## src/usrb_defs.vh

```
// Constants for the shadow receive/transmit data port of the UART.
`ifndef USRB_DEFS_VH
`define USRB_DEFS_VH
// Sixteen aliased data words start here (byte addresses).
`define USRB_ALIAS_BASE 32'h50001030
`define USRB_ALIAS_7 32'h5000104C
`define USRB_ALIAS_8 32'h50001050
`define USRB_ALIAS_COUNT 16
// Control, status and interrupt registers.
`define USRB_CTRL_ADDR 32'h50001080
`define USRB_STAT_ADDR 32'h50001084
`define USRB_IRQ_STAT_ADDR 32'h50001088
`define USRB_IRQ_MASK_ADDR 32'h5000108C
// Control bit positions.
`define USRB_CTRL_FIFO_EN 0
`define USRB_CTRL_IR_MODE 1
// Line status bit positions.
`define USRB_LS_DATA_READY 0
`define USRB_LS_OVERRUN 1
`define USRB_LS_TX_EMPTY 5
// Interrupt event bit positions.
`define USRB_EV_RX 0
`define USRB_EV_OVR 1
`define USRB_EV_TXE 2
`define USRB_EV_DROP 3
// FIFO depth and pointer width.
`define USRB_FIFO_DEPTH 16
`define USRB_PTR_W 4
`define USRB_CNT_W 5
// Serial bit time in clock cycles.
`define USRB_BIT_CYC 8'h10
// Reset values.
`define USRB_DATA_RST 8'h00
`define USRB_CTRL_RST 2'h0
`endif

```

## src/usrb_port.v

```verilog
// Shadow receive/transmit data port with FIFOs, status and interrupt.
`default_nettype none
`include "usrb_defs.vh"
// Contract
// - Sixteen aliased 32-bit words all reach the same receive/transmit path.
// - Data read returns byte from serial input, or infrared input in IR mode.
// - Read data valid only while data-ready flag is set; reader checks it.
// - FIFOs off: new byte overwrites unread one and flags overrun.
// - FIFOs on: a read returns the oldest receive FIFO entry.
// - Receive FIFO full: keep contents, drop new byte, flag overrun.
// - Write queues byte to serial output, or active-low IR output.
// - FIFOs off: one write clears transmit-holding-empty flag.
// - FIFOs off: later writes before flag returns overwrite pending byte.
// - FIFOs on: accept writes up to depth 16 before full.
// - Write while transmit FIFO full is dropped, contents unchanged.
module usrb_port (
   // Clock and reset.
   input wire clk_i,
   input wire rst_n_i,
   // APB slave.
   input wire psel_i,
   input wire penable_i,
   input wire pwrite_i,
   input wire [31:0] paddr_i,
   input wire [31:0] pwdata_i,
   output reg [31:0] prdata_o,
   output reg pready_o,
   output reg pslverr_o,
   // Serial pins.
   input wire sin_i,
   input wire ir_in_i,
   output reg sout_o,
   output reg ir_out_n_o,
   // Interrupt.
   output reg irq_o
);
   // ****************************************************************
   // Declarations
   // ****************************************************************
   reg [1:0] sin_sync;
   reg [1:0] ir_sync;
   reg [1:0] ctrl;
   reg [7:0] rx_hold;
   reg rx_hold_full;
   reg [7:0] tx_hold;
   reg tx_hold_full;
   reg overrun;
   reg [3:0] irq_stat;
   reg [3:0] irq_mask;
   reg tx_empty_q;
   reg [31:0] next_rdata;
   wire fifo_en;
   wire ir_mode;
   wire rx_line;
   wire ser_rx_valid;
   wire [7:0] ser_rx_data;
   wire ser_tx_ready;
   wire ser_tx_line;
   wire [7:0] rxf_head;
   wire rxf_empty;
   wire rxf_full;
   wire [7:0] txf_head;
   wire txf_empty;
   wire txf_full;
   wire access;
   wire wr_acc;
   wire rd_acc;
   wire hit_data;
   wire data_wr;
   wire data_rd;
   wire data_ready;
   wire tx_empty;
   wire rx_push;
   wire tx_push;
   wire ctrl_wr;
   wire mapped;
   wire rx_ovr_ev;
   wire tx_drop_ev;
   wire [3:0] ev;

   // True when the address falls in the aliased data window.
   function is_alias;
      input [31:0] a;
      begin
         is_alias = (a >= `USRB_ALIAS_BASE) &&
            (a < `USRB_ALIAS_BASE + 4 * `USRB_ALIAS_COUNT) &&
            (a[1:0] == 2'h0);
      end
   endfunction

   // ****************************************************************
   // Pin synchronisers
   // ****************************************************************
   // Both receive pins pass two flops before any use.
   // Each flop resets to its pin's idle level, so that no false start
   // bit is seen in the first cycles after reset.
   always @(posedge clk_i) begin
      if (!rst_n_i) begin
         sin_sync <= 2'h3;
         ir_sync <= 2'h0;
      end else begin
         sin_sync <= {sin_sync[0], sin_i};
         ir_sync <= {ir_sync[0], ir_in_i};
      end
   end

   // Control bits are named once here so every path reads the same mode.
   assign fifo_en = ctrl[`USRB_CTRL_FIFO_EN];
   assign ir_mode = ctrl[`USRB_CTRL_IR_MODE];
   // input select
   // The IR input idles low and pulses high, so it is inverted here.
   assign rx_line = ir_mode ? ~ir_sync[1] : sin_sync[1];

   // ****************************************************************
   // Bus decode
   // ****************************************************************
   // Every access completes in its second access cycle, after one wait state.
   assign access = psel_i && penable_i && !pready_o;
   assign wr_acc = access && pwrite_i;
   assign rd_acc = access && !pwrite_i;
   // alias decode
   // All sixteen words decode to the one data path.
   assign hit_data = is_alias(paddr_i);
   assign data_wr = wr_acc && hit_data;
   assign data_rd = rd_acc && hit_data;
   assign ctrl_wr = wr_acc && (paddr_i == `USRB_CTRL_ADDR);
   assign mapped = hit_data || (paddr_i == `USRB_CTRL_ADDR) ||
      (paddr_i == `USRB_STAT_ADDR) || (paddr_i == `USRB_IRQ_STAT_ADDR) ||
      (paddr_i == `USRB_IRQ_MASK_ADDR);

   // ****************************************************************
   // Receive path
   // ****************************************************************
   usrb_serial u_serial (
      .clk_i(clk_i),
      .rst_n_i(rst_n_i),
      .tx_valid_i(tx_hold_full | ~txf_empty),
      .tx_data_i(fifo_en ? txf_head : tx_hold),
      .tx_ready_o(ser_tx_ready),
      .tx_line_o(ser_tx_line),
      .rx_line_i(rx_line),
      .rx_valid_o(ser_rx_valid),
      .rx_data_o(ser_rx_data)
   );

   // full receive FIFO refuses the byte
   assign rx_push = ser_rx_valid && fifo_en;
   usrb_fifo u_rx_fifo (
      .clk_i(clk_i),
      .rst_n_i(rst_n_i),
      .push_i(rx_push),
      .push_data_i(ser_rx_data),
      .pop_i(data_rd && fifo_en),
      .head_o(rxf_head),
      .empty_o(rxf_empty),
      .full_o(rxf_full),
      .flush_i(ctrl_wr)
   );

   assign data_ready = fifo_en ? !rxf_empty : rx_hold_full;
   assign rx_ovr_ev = ser_rx_valid && (fifo_en ? rxf_full : rx_hold_full);

   // single holding byte overwritten, overrun flagged
   always @(posedge clk_i) begin
      if (!rst_n_i) begin
         rx_hold <= `USRB_DATA_RST;
         rx_hold_full <= 1'b0;
      end else if (ser_rx_valid && !fifo_en) begin
         rx_hold <= ser_rx_data;
         rx_hold_full <= 1'b1;
      end else if (data_rd && !fifo_en) begin
         rx_hold_full <= 1'b0;
      end
   end

   // ****************************************************************
   // Transmit path
   // ****************************************************************
   // full transmit FIFO drops the write
   assign tx_push = data_wr && fifo_en;
   assign tx_drop_ev = tx_push && txf_full;
   usrb_fifo u_tx_fifo (
      .clk_i(clk_i),
      .rst_n_i(rst_n_i),
      .push_i(tx_push),
      .push_data_i(pwdata_i[7:0]),
      .pop_i(ser_tx_ready && fifo_en),
      .head_o(txf_head),
      .empty_o(txf_empty),
      .full_o(txf_full),
      .flush_i(ctrl_wr)
   );

   // A write in the cycle the shifter takes the byte wins, so that new
   // byte is kept pending rather than lost.
   // write clears empty; a later write overwrites the byte
   always @(posedge clk_i) begin
      if (!rst_n_i) begin
         tx_hold <= `USRB_DATA_RST;
         tx_hold_full <= 1'b0;
      end else if (data_wr && !fifo_en) begin
         tx_hold <= pwdata_i[7:0];
         tx_hold_full <= 1'b1;
      end else if (ser_tx_ready || fifo_en) begin
         tx_hold_full <= 1'b0;
      end
   end

   // FIFO mode: empty only when no bytes wait
   assign tx_empty = fifo_en ? txf_empty : !tx_hold_full;

   // route to serial or active-low IR output
   always @(posedge clk_i) begin
      if (!rst_n_i) begin
         sout_o <= 1'b1;
         ir_out_n_o <= 1'b1;
      end else begin
         sout_o <= ir_mode ? 1'b1 : ser_tx_line;
         ir_out_n_o <= ir_mode ? ser_tx_line : 1'b1;
      end
   end

   // ****************************************************************
   // Control, status and interrupts
   // ****************************************************************
   // The empty flag is delayed one cycle so that only its rising edge
   // counts as an event; it resets high so reset itself is not reported.
   assign ev = {tx_drop_ev, tx_empty && !tx_empty_q, rx_ovr_ev,
      ser_rx_valid};

   // Sticky flags: a new event wins over the clearing read.
   always @(posedge clk_i) begin
      if (!rst_n_i) begin
         ctrl <= `USRB_CTRL_RST;
         irq_mask <= 4'h0;
         irq_stat <= 4'h0;
         overrun <= 1'b0;
         tx_empty_q <= 1'b1;
         irq_o <= 1'b0;
      end else begin
         tx_empty_q <= tx_empty;
         if (ctrl_wr) begin
            ctrl <= pwdata_i[1:0];
         end
         if (wr_acc && paddr_i == `USRB_IRQ_MASK_ADDR) begin
            irq_mask <= pwdata_i[3:0];
         end
         if (rd_acc && paddr_i == `USRB_IRQ_STAT_ADDR) begin
            irq_stat <= ev;
         end else begin
            irq_stat <= irq_stat | ev;
         end
         // overrun flag, cleared by status read
         if (rx_ovr_ev) begin
            overrun <= 1'b1;
         end else if (rd_acc && paddr_i == `USRB_STAT_ADDR) begin
            overrun <= 1'b0;
         end
         // Looking ahead at ev keeps the pin in step with the status bits.
         irq_o <= |((irq_stat | ev) & irq_mask) &&
            !(rd_acc && paddr_i == `USRB_IRQ_STAT_ADDR && ~|(ev & irq_mask));
      end
   end

   // Reading data when no byte is ready returns the stale byte; software
   // must check the data-ready flag first.
   // read mux, upper bits zero
   always @* begin
      next_rdata = 32'h00000000;
      if (hit_data) begin
         // head of FIFO in FIFO mode
         next_rdata[7:0] = fifo_en ? rxf_head : rx_hold;
      end else if (paddr_i == `USRB_CTRL_ADDR) begin
         next_rdata[1:0] = ctrl;
      end else if (paddr_i == `USRB_STAT_ADDR) begin
         next_rdata[`USRB_LS_DATA_READY] = data_ready;
         next_rdata[`USRB_LS_OVERRUN] = overrun;
         next_rdata[`USRB_LS_TX_EMPTY] = tx_empty;
      end else if (paddr_i == `USRB_IRQ_STAT_ADDR) begin
         next_rdata[3:0] = irq_stat;
      end else if (paddr_i == `USRB_IRQ_MASK_ADDR) begin
         next_rdata[3:0] = irq_mask;
      end
   end

   // One wait state: pready the cycle after the first access-phase cycle.
   always @(posedge clk_i) begin
      if (!rst_n_i) begin
         prdata_o <= 32'h00000000;
         pready_o <= 1'b0;
         pslverr_o <= 1'b0;
      end else begin
         pready_o <= access;
         pslverr_o <= access && !mapped;
         if (rd_acc) begin
            prdata_o <= next_rdata;
         end
      end
   end
endmodule
`default_nettype wire

```

## src/usrb_fifo.v

```verilog
// Byte FIFO of fixed depth, held in flip-flops.
`default_nettype none
`include "usrb_defs.vh"
module usrb_fifo (
   // Clock and reset.
   input wire clk_i,
   input wire rst_n_i,
   // Push side.
   input wire push_i,
   input wire [7:0] push_data_i,
   // Pop side.
   input wire pop_i,
   output wire [7:0] head_o,
   output wire empty_o,
   output wire full_o,
   // Flush.
   input wire flush_i
);
   reg [7:0] mem [0:`USRB_FIFO_DEPTH-1];
   reg [`USRB_PTR_W-1:0] rd_ptr;
   reg [`USRB_PTR_W-1:0] wr_ptr;
   reg [`USRB_CNT_W-1:0] count;
   wire do_push;
   wire do_pop;

   // Full refuses a push; the caller flags the loss.
   assign full_o = (count == `USRB_FIFO_DEPTH);
   assign empty_o = (count == {`USRB_CNT_W{1'b0}});
   assign head_o = mem[rd_ptr];
   assign do_push = push_i && !full_o;
   assign do_pop = pop_i && !empty_o;

   // Pointers and occupancy.
   always @(posedge clk_i) begin
      if (!rst_n_i || flush_i) begin
         rd_ptr <= {`USRB_PTR_W{1'b0}};
         wr_ptr <= {`USRB_PTR_W{1'b0}};
         count <= {`USRB_CNT_W{1'b0}};
      end else begin
         if (do_push) begin
            wr_ptr <= wr_ptr + 1'b1;
         end
         if (do_pop) begin
            rd_ptr <= rd_ptr + 1'b1;
         end
         if (do_push && !do_pop) begin
            count <= count + 1'b1;
         end else if (do_pop && !do_push) begin
            count <= count - 1'b1;
         end
      end
   end

   // Storage is not reset; contents matter only while counted.
   always @(posedge clk_i) begin
      if (do_push) begin
         mem[wr_ptr] <= push_data_i;
      end
   end
endmodule
`default_nettype wire

```

## src/usrb_serial.v

```verilog
// Simple 8N1 serial transmitter and receiver, one bit per clock divider.
`default_nettype none
`include "usrb_defs.vh"
module usrb_serial (
   // Clock and reset.
   input wire clk_i,
   input wire rst_n_i,
   // Transmit byte handshake.
   input wire tx_valid_i,
   input wire [7:0] tx_data_i,
   output reg tx_ready_o,
   output reg tx_line_o,
   // Receive, line already synchronised.
   input wire rx_line_i,
   output reg rx_valid_o,
   output reg [7:0] rx_data_o
);
   localparam [7:0] BIT_CYC = `USRB_BIT_CYC;
   reg [7:0] tx_div;
   reg [3:0] tx_bit;
   reg [9:0] tx_sh;
   reg tx_busy;
   reg [7:0] rx_div;
   reg [3:0] rx_bit;
   reg [8:0] rx_sh;
   reg rx_busy;

   // Transmitter shifts start, eight data bits and stop.
   always @(posedge clk_i) begin
      if (!rst_n_i) begin
         tx_div <= 8'h00;
         tx_bit <= 4'h0;
         tx_sh <= 10'h3FF;
         tx_busy <= 1'b0;
         tx_ready_o <= 1'b0;
         tx_line_o <= 1'b1;
      end else begin
         tx_ready_o <= 1'b0;
         if (!tx_busy) begin
            tx_line_o <= 1'b1;
            if (tx_valid_i && !tx_ready_o) begin
               tx_ready_o <= 1'b1;
               tx_busy <= 1'b1;
               tx_sh <= {1'b1, tx_data_i, 1'b0};
               tx_bit <= 4'h0;
               tx_div <= 8'h00;
            end
         end else begin
            tx_line_o <= tx_sh[0];
            if (tx_div == BIT_CYC - 8'h01) begin
               tx_div <= 8'h00;
               tx_sh <= {1'b1, tx_sh[9:1]};
               tx_bit <= tx_bit + 4'h1;
               if (tx_bit == 4'h9) begin
                  tx_busy <= 1'b0;
               end
            end else begin
               tx_div <= tx_div + 8'h01;
            end
         end
      end
   end

   // Receiver samples mid bit after a falling start edge.
   always @(posedge clk_i) begin
      if (!rst_n_i) begin
         rx_div <= 8'h00;
         rx_bit <= 4'h0;
         rx_sh <= 9'h000;
         rx_busy <= 1'b0;
         rx_valid_o <= 1'b0;
         rx_data_o <= 8'h00;
      end else begin
         rx_valid_o <= 1'b0;
         if (!rx_busy) begin
            if (!rx_line_i) begin
               rx_busy <= 1'b1;
               rx_div <= BIT_CYC >> 1;
               rx_bit <= 4'h0;
            end
         end else if (rx_div == BIT_CYC - 8'h01) begin
            rx_div <= 8'h00;
            rx_sh <= {rx_line_i, rx_sh[8:1]};
            rx_bit <= rx_bit + 4'h1;
            if (rx_bit == 4'h9) begin
               rx_busy <= 1'b0;
               rx_valid_o <= rx_line_i;
               rx_data_o <= rx_sh[8:1];
            end
         end else begin
            rx_div <= rx_div + 8'h01;
         end
      end
   end
endmodule
`default_nettype wire

```

## config.mk

```make
export PLATFORM = sky130hd
export DESIGN_NAME = usrb_port
export DESIGN_NICKNAME = d
export VERILOG_FILES = /design/src/usrb_port.v /design/src/usrb_fifo.v /design/src/usrb_serial.v
export VERILOG_INCLUDE_DIRS = /design/src
export SDC_FILE = /design/constraint.sdc
export NUM_CORES = 1
export LEC_CHECK = 0
export BUFFER_PORTS_ARGS = -buffer_cell sky130_fd_sc_hd__buf_2
export CAP_MARGIN = 15
export CORE_ASPECT_RATIO = 0.5
export CORE_MARGIN = 2
export CORE_UTILIZATION = 54
export CTS_BUF_LIST = sky130_fd_sc_hd__clkbuf_16
export CTS_CLUSTER_SIZE = 28
export DETAILED_ROUTE_END_ITERATION = 12
export GPL_ROUTABILITY_DRIVEN = 1
export GPL_TIMING_DRIVEN = 1
export HOLD_SLACK_MARGIN = 0.15
export PLACE_DENSITY_LB_ADDON = 0.25
export SYNTH_ARGS = -nofsm -noshare
export SYNTH_HDL_FRONTEND = slang
export SYNTH_SLANG_ARGS = --single-unit
```

## constraint.sdc

```tcl
create_clock -name clk_i -period 4.5 [get_ports clk_i]
set_input_delay 1.35 -clock clk_i [delete_from_list [all_inputs] [get_ports clk_i]]
set_output_delay 1.35 -clock clk_i [all_outputs]
set_load 0.02 [all_outputs]
```

==> results of run 1 <==
critical path: stages:
cell,delay (ns)
sky130_fd_sc_hd__buf_2,0.09
sky130_fd_sc_hd__or4_4,0.52
sky130_fd_sc_hd__or4_4,0.55
sky130_fd_sc_hd__nor3_4,0.21
sky130_fd_sc_hd__ha_2,0.24
sky130_fd_sc_hd__inv_1,0.09
sky130_fd_sc_hd__ha_1,0.31
sky130_fd_sc_hd__nor2b_1,0.14
sky130_fd_sc_hd__o21a_1,0.17
sky130_fd_sc_hd__or3_1,0.31
sky130_fd_sc_hd__a21oi_1,0.23
sky130_fd_sc_hd__xnor2_1,0.15
sky130_fd_sc_hd__nor2_1,0.05
through the flow:
| step | instances | power (mW) |
|---|---|---|
| detailed placement | 1569 | 4.00 |
| global route | 1633 | 6.90 |
| floorplan | 1166 | 3.96 |
| global placement | 1569 | 3.99 |
| CTS | 1633 | 6.75 |
| finish | 1633 | 6.69 |
state kept, by name, indices dropped and copies added (netlist names), 4 cells and up, named ones only:
name / flops
u_rx_fifo.mem: 128
u_tx_fifo.mem: 128
u_serial.tx_sh: 9
prdata_o: 8
rx_hold: 8
tx_hold: 8
u_serial.rx_data_o: 8
u_serial.rx_div: 8
u_serial.rx_sh: 8
u_serial.tx_div: 8
u_rx_fifo.count: 5
u_tx_fifo.count: 5
irq_mask: 4
irq_stat: 4
u_rx_fifo.rd_ptr: 4
u_rx_fifo.wr_ptr: 4
u_serial.rx_bit: 4
u_serial.tx_bit: 4
u_tx_fifo.rd_ptr: 4
u_tx_fifo.wr_ptr: 4
area by class of cell:
class / instances / area [µm²] / area share
inverter: 22 / 82.6 / 0.00464
tap: 391 / 489 / 0.0275
timing repair buffer: 95 / 566 / 0.0318
clock inverter: 27 / 123 / 0.00689
clock buffer: 37 / 926 / 0.0520
multi-input combinational: 670 / 5220 / 0.293
sequential: 391 / 10400 / 0.584
logic make-up after synthesis:
| family | count (synthesis) | share of synthesized area |
|---|---|---|
| DFF | 391 | 0.648 |
| buffers and inverters | 105 | 0.0315 |
| xor gates and xnor gates | 22 | 0.0120 |
| muxes | 100 | 0.118 |
| AOI/OAI and AO/OA | 162 | 0.0653 |
| other | 1 | 0.000234 |
| adders and majority gates | 27 | 0.0220 |
| and+or+nand+nor | 335 | 0.103 |
metal layers:
layer	part of all wire	global-route usage	wire length, µm	vias to the layer above
li1	-	-	-	4413
met1	0.42	0.278	13500	4696
met2	0.50	0.358	15700	244
met3	0.055	0.0405	1750	60
met4	0.023	0.0599	734	0
met5	0	0	0	-
cells in the final DEF, fill, tap and decap left out, types with 6 or more instances in the layout:
cell / n
sky130_fd_sc_hd__buf_4: 36
sky130_fd_sc_hd__a22oi_1: 16
sky130_fd_sc_hd__nor3_1: 19
sky130_fd_sc_hd__dfxtp_1: 132
sky130_fd_sc_hd__and2_1: 6
sky130_fd_sc_hd__and3_1: 8
sky130_fd_sc_hd__mux2i_1: 28
sky130_fd_sc_hd__o21ai_0: 22
sky130_fd_sc_hd__clkinv_1: 6
sky130_fd_sc_hd__xnor2_1: 11
sky130_fd_sc_hd__nand3b_1: 7
sky130_fd_sc_hd__nand3_1: 14
sky130_fd_sc_hd__ha_1: 24
sky130_fd_sc_hd__mux4_2: 71
sky130_fd_sc_hd__a221oi_1: 8
sky130_fd_sc_hd__nor2b_1: 12
sky130_fd_sc_hd__nor4_1: 8
sky130_fd_sc_hd__or3_1: 7
sky130_fd_sc_hd__conb_1: 24
sky130_fd_sc_hd__edfxtp_1: 256
sky130_fd_sc_hd__a31oi_1: 8
sky130_fd_sc_hd__nand2b_1: 12
sky130_fd_sc_hd__inv_1: 28
sky130_fd_sc_hd__a22o_1: 11
sky130_fd_sc_hd__a21oi_1: 58
sky130_fd_sc_hd__clkbuf_16: 37
sky130_fd_sc_hd__xor2_1: 11
sky130_fd_sc_hd__buf_2: 59
sky130_fd_sc_hd__clkinv_2: 8
sky130_fd_sc_hd__a32oi_1: 7
sky130_fd_sc_hd__nand2_1: 99
sky130_fd_sc_hd__o22ai_1: 7
sky130_fd_sc_hd__nor2_1: 105
sky130_fd_sc_hd__nand4_1: 7
power groups by stage:
| stage | clock [mW] | sequential, mW | combinational, mW |
|---|---|---|---|
| final | 2.77 | 3.80 | 0.114 |
| after global routing | 2.97 | 3.80 | 0.127 |
| after detailed placement | 0 | 3.88 | 0.114 |
| after CTS | 2.83 | 3.80 | 0.114 |
| after floorplan | 0 | 3.88 | 0.0756 |
| after global placement | 0 | 3.88 | 0.110 |
worst paths after layout:
check	startpoint	to	slack, ns
worst min-delay path	sin_sync[0]$_SDFF_PN1_	sin_sync[1]$_SDFF_PN1_	0.41
worst max-delay path	paddr_i[21]	u_tx_fifo.count[4]$_SDFFE_PP0P_	0.49
worst max register to register	u_tx_fifo.count[0]$_SDFFE_PP0P_	u_tx_fifo.count[4]$_SDFFE_PP0P_	1.48
worst min register to register	sin_sync[0]$_SDFF_PN1_	sin_sync[1]$_SDFF_PN1_	0.41
==> summary.md, run 1 <==
| Metric | Value |
|---|---|
| CP endpoint kind | flip-flop |
| Required time of the critical path | 4.90 ns |
| Number of buffers inserted to repair setup after CTS | 0 |
| Clock Skew | 0.0160 ns |
| Area of the core | 29100 µm² |
| Synth async-reset ratio | 0 |
| Max-slew violations | 0 |
| Outcome | finished clean |
| Level count of the clock H-tree | 2 |
| Pwr/cell area | 376 nW/µm² |
| Hold WS | 0.406 ns |
| Largest voltage drop on the vdd net | 335 µV |
| Switching Power | 1.37 mW |
| Part of the total power dissipated in combinational logic | 0.017 |
| Part of the power in the clock network | 0.415 |
| CTS max path bufs | 3 |
| Initial standard-cell utilization of the core | 0.551 |
| Fill cell total of the finished layout | 2207 |
| Global Route Usage Sum | 0.210 |
| Clock period minus final worst setup slack | 4.01 ns |
| Vias per cell | 5.76 |
| Worst slew pin tran | 1.10 ns |
| Number of global-route vias before repair | 9426 |
| Syn avg cell area | 14.0 µm² |
| Post-route clock period utilization | 0.892 |
| First-pass GRT wire length | 50600 µm |
| Count of maximum capacitance violations | 0 |
| Clock slew at reported path FFs | 0.06 ns |
| Unique masters post-synth | 63 |
| Number of synthesized flops with an enable pin | 256 |
| Leading cell types by total area after synthesis | sky130_fd_sc_hd__edfxtp_1, sky130_fd_sc_hd__dfxtp_1, sky130_fd_sc_hd__mux4_2 |
| Via Count | 9413 |
| Initial antenna violation count | 0 |
| Worst Slack Setup Final | 0.486 ns |
| Data arrival time of the critical path | 4.42 ns |
| Final instance area | 17800 µm² |
| Area grow syn2layout | 11.1% |
| Starting DRT DRC Count | 682 |
| Worst slew margin relative to its limit | 0.262 |
| Proportion of layout cells with a drive suffix above 1 | 0.195 |
| Startpoint type of the worst setup path | primary input |
| Static leakage | 5.60 nW |
| Routed wire length | 31700 µm |
| Area fraction of the dominant cell type after synthesis | 0.480 |
| Post-synthesis register bit count | 391 |
| Hold-fix buffers at CTS | 0 |
| Worst setup path class | primary input to flip-flop |
| Most common library cells after synthesis | sky130_fd_sc_hd__edfxtp_1, sky130_fd_sc_hd__dfxtp_1, sky130_fd_sc_hd__nor2_1, sky130_fd_sc_hd__nand2_1, sky130_fd_sc_hd__mux4_2 |
| Clock root buffer master | sky130_fd_sc_hd__clkbuf_16 |
| Number of cells on the worst hold path | 1 |
| Number of buffers created by CTS | 36 |
| Clock latency of the later-clocked register in the worst-skew pair | 0.53 ns |
| Path class of the lowest-slack min-delay path | flip-flop to flip-flop |
| Wire length per cell | 19.4 µm |
| Top-level port count | 108 |
| Predominant post-synthesis flop cell | sky130_fd_sc_hd__edfxtp_1 |
| Number of routed nets with antenna violations | 0 |
| Routability congestion estimate from global placement | 0.849 |
| Die Span Y | 126 µm |
| Number of nets in the final layout | 1314 |
| Part of the total power dissipated in sequential elements | 0.568 |
| Clock tree from TritonCTS | yes |
| Pin count of the biggest net entering global routing | 48 |
| Setup-failing EPs final | 0 |
| Maximum fanout along the worst path | 4 |
| Synth Cell Area | 16000 µm² |
| Number of gates resized after cts | 0 |
| Standard-cell rows | 44 |
| RSZ-0062 raised after global routing | no |
| Placed instance area | 16800 µm² |
| HPWL after detailed placement | 21200 µm |
| Highest clock frequency the design can meet | 0.249 GHz |
| Clock sinks | 391 |
| Warnings from Yosys | 0 |
| Number of cells produced by synthesis | 1143 |
| Yosys top cell by area | sky130_fd_sc_hd__edfxtp_1 |
| Area enclosed by the die boundary | 31200 µm² |
| Width of the die | 248 µm |
| Number of detailed-route iterations in the first pass | 5 |
| Net Sw Frac | 0.204 |
| GR Overflow Total | 0 |
| P_int | 5.33 mW |
| Sequential share of the synthesized area | 0.648 |
| Final Hold Fails | 0 |
| DRC viols | 0 |
| Final setup TNS | 0 ns |
| Post-place setup slack | -0.0342 ns |
| # diodes | 0 |
| Worst reg2reg path depth | 13 |
| Count leader, synth | sky130_fd_sc_hd__edfxtp_1 |
| Port Buffer Count | 59 |
| Final core area utilization | 0.612 |
Power figures use the tool's default switching activity.
==> inputs of run 2 (changes only) <==
--- a/config.mk
+++ b/config.mk
@@ -9,7 +9,7 @@
 export BUFFER_PORTS_ARGS = -buffer_cell sky130_fd_sc_hd__buf_2
 export CAP_MARGIN = 15
 export CORE_ASPECT_RATIO = 0.5
-export CORE_MARGIN = 2
+export CORE_MARGIN = 1
 export CORE_UTILIZATION = 54
 export CTS_BUF_LIST = sky130_fd_sc_hd__clkbuf_16
 export CTS_CLUSTER_SIZE = 28
==> constraint.sdc (replaced) <==
create_clock -name clk_i -period 4.5 [get_ports clk_i]
set_input_delay 0.675 -clock clk_i [delete_from_list [all_inputs] [get_ports clk_i]]
set_output_delay 0.675 -clock clk_i [all_outputs]
set_load 0.02 [all_outputs]
==> run 2 against run 1 <==
Against the previous run:
- critical endpoint unchanged
- flip-flop and latch count is the same
- combinational power is essentially flat
- critical path depth increased by 1
- first-iteration DRC count is 9.4% higher
- total power grew 3.2%
- clock skew fell by 0.0060 ns
==> summary.md, run 2 (synthesized netlist as in run 1, its figures left out) <==
| Metric | Value |
|---|---|
| Initial standard-cell utilization of the core | 0.551 (unchanged) |
| Max-slew violations | 0 (unchanged) |
| Total buffers and inverters traversed by the critical path | 2 (unchanged) |
| Path class of the lowest-slack min-delay path | primary input to flip-flop |
| Top-level port count | 108 (unchanged) |
| Highest clock frequency the design can meet | 0.280 GHz (+12%) |
| HPWL after detailed placement | 21300 µm (+0.25%) |
| Highest-count cells in the layout ignoring fill and taps | sky130_fd_sc_hd__edfxtp_1, sky130_fd_sc_hd__dfxtp_1, sky130_fd_sc_hd__nor2_1 |
| Number of global-route vias before repair | 9316 (-1.2%) |
| First-pass GRT wire length | 50700 µm (about the same) |
| Area enclosed by the die boundary | 30400 µm² (-2.4%) |
| Clock latency of the later-clocked register in the worst-skew pair | 0.53 ns (about the same) |
| Pin count of the biggest net entering global routing | 40 (-17%) |
| Number of detailed-route iterations in the first pass | 8 (+3) |
| Setup-failing EPs final | 0 (unchanged) |
| Slack of the worst reg-to-reg path | 1.21 ns (-0.27 ns) |
| Clock Skew | 0.0100 ns (-0.00598 ns) |
| Pwr/cell area | 389 nW/µm² (+3.6%) |
| Level count of the clock H-tree | 2 (unchanged) |
| # diodes | 0 (unchanged) |
| Startpoint type of the worst setup path | primary input |
| CTS max path bufs | 3 (unchanged) |
| Cell at the slowest stage of the critical path | sky130_fd_sc_hd__or4_4 |
| Area of the core | 29100 µm² (unchanged) |
| Worst slew margin relative to its limit | 0.252 (-0.0105) |
| Starting DRT DRC Count | 746 (+9.4%) |
| Source of the worst register-to-register timing path | ctrl[0]$_SDFFE_PN0P_ |
| Stages on worst setup path | 14 (+1) |
| Largest regs | u_rx_fifo.mem: 128 flops, u_tx_fifo.mem: 128 flops, u_serial.tx_sh: 9 flops |
| GR Overflow Total | 0 (unchanged) |
| Standard-cell rows | 44 (unchanged) |
| Worst setup path startpoint | paddr_i[8] |
| Number of routed nets with antenna violations | 0 (unchanged) |
| Worst setup path class | primary input to flip-flop |
| Proportion of layout cells with a drive suffix above 1 | 0.182 (-0.0124) |
| Largest voltage drop on the vdd net | 285 µV (-15%) |
| Final std cells w/o fill | 1608 (-1.5%) |
| CP Capture Point | u_tx_fifo.count[4]$_SDFFE_PP0P_ |
| Routability congestion estimate from global placement | 0.869 (+2.4%) |
| Routed wire length | 32000 µm (+0.91%) |
| Data arrival time of the critical path | 3.98 ns (-0.44 ns) |
| Required time of the critical path | 4.91 ns (about the same) |
| Initial antenna violation count | 0 (unchanged) |
| Critical-path cell list | buf_2, nor4_1, nand4_1, or4_4, nor3_4, ha_1, inv_1, ha_1, nor2b_1, o21a_1, or3_1, a21oi_1, xnor2_1, nor2_1 |
| RSZ-0062 raised after global routing | no |
| Most numerous cell on the critical path | sky130_fd_sc_hd__ha_1 |
| Width of the die | 246 µm (-0.81%) |
| Number of buffers inserted to repair setup after CTS | 0 (unchanged) |
| Global Route Usage Sum | 0.219 (+0.00894) |
| Vias per cell | 5.85 (+1.4%) |
| DRC viols | 0 (unchanged) |
| Static leakage | 5.52 nW (-1.4%) |
| Critical path's largest stage delay | 0.65 ns (+0.10 ns) |
| Overall power after layout | 6.91 mW (+3.2%) |
| Via Count | 9403 (-0.11%) |
| Final setup TNS | 0 ns (unchanged) |
| Area grow syn2layout | 10.7% |
| CP endpoint kind | flip-flop |
| Commonest non-fill, non-tap cell in the layout | sky130_fd_sc_hd__edfxtp_1 |
| Critical register-to-register path endpoint | u_rx_fifo.count[4]$_SDFFE_PP0P_ |
| Outcome | finished clean |
| Hold-fix buffers at CTS | 0 (unchanged) |
| Die Span Y | 124 µm (-1.6%) |
| Worst slew pin tran | 1.12 ns (+0.0131 ns) |
| Post-route clock period utilization | 0.793 (-0.0990) |
| Fill cell total of the finished layout | 2170 (-1.7%) |
| Number of buffers created by CTS | 34 (-5.6%) |
| Count of maximum capacitance violations | 0 (unchanged) |
| Kind of cell adding the most delay to the critical path | simple AND/OR/NAND/NOR gates |
| Clock sinks | 391 (unchanged) |
| Worst reg2reg path depth | 12 (-1) |
| Cell count after placement | 1546 (-1.5%) |
| Clock root buffer master | sky130_fd_sc_hd__clkbuf_16 |
| Number of gates resized after cts | 0 (unchanged) |
| Clock period minus final worst setup slack | 3.57 ns (-0.446 ns) |
| Number of nets in the final layout | 1289 (-1.9%) |
| Port Buffer Count | 59 (unchanged) |
| Wire length per cell | 19.9 µm (+2.5%) |
| Clock slew at reported path FFs | 0.07 ns (about the same) |
| Final Hold Fails | 0 (unchanged) |
| Maximum fanout along the worst path | 6 (+2) |
| Clock tree from TritonCTS | yes |
run 2: layout make-up:
type,instances,area (µm²),area share
flip-flops and latches,391,10400,0.586
multi-input cells,670,5240,0.295
clock buffers,38,951,0.0536
well taps,391,489,0.0276
repair buffers,72,393,0.0222
clock inverters,24,190,0.0107
inverters,22,82.6,0.00466
run 2: worst min-delay path by stage:
stage                        endpoint                    from  depth (start not counted)  slack, ns
3_5_place_dp   sin_sync[1]$_SDFF_PN1_  sin_sync[0]$_SDFF_PN1_                          1       0.40
3_3_place_gp   sin_sync[1]$_SDFF_PN1_  sin_sync[0]$_SDFF_PN1_                          1       0.40
4_1_cts        sin_sync[0]$_SDFF_PN1_                   sin_i                          2       0.31
6_report       sin_sync[0]$_SDFF_PN1_                   sin_i                          2       0.33
5_1_grt        sin_sync[0]$_SDFF_PN1_                   sin_i                          2       0.32
2_1_floorplan  sin_sync[1]$_SDFF_PN1_  sin_sync[0]$_SDFF_PN1_                          1       0.39
run 2: report_power, final:
part | switching, mW | internal [mW] | total [mW]
Combinational | 0.0833 | 0.0288 | 0.112
Clock | 1.29 | 1.70 | 2.99
Sequential | 0.00461 | 3.80 | 3.80
Total | 1.38 | 5.52 | 6.91
run 2: routing by layer:
layer	GRT usage	vias to the layer above	share of wire
met2	0.370	299	0.49
met4	0.0792	0	0.029
met3	0.0429	69	0.058
met5	0	-	0
li1	-	4358	-
met1	0.286	4677	0.43
run 2: metrics by stage:
stage / utilization / cell area (µm²) / hold slack, ns / setup slack, ns
after floorplan: - / 16100 / 0.386 / 0.674
after global placement: 0.571 / 16600 / 0.396 / 0.499
after detailed placement: 0.571 / 16600 / 0.398 / 0.408
after CTS: 0.610 / 17700 / 0.313 / 0.965
after global routing: 0.610 / 17700 / 0.321 / 0.754
final: 0.610 / 17700 / 0.335 / 0.932
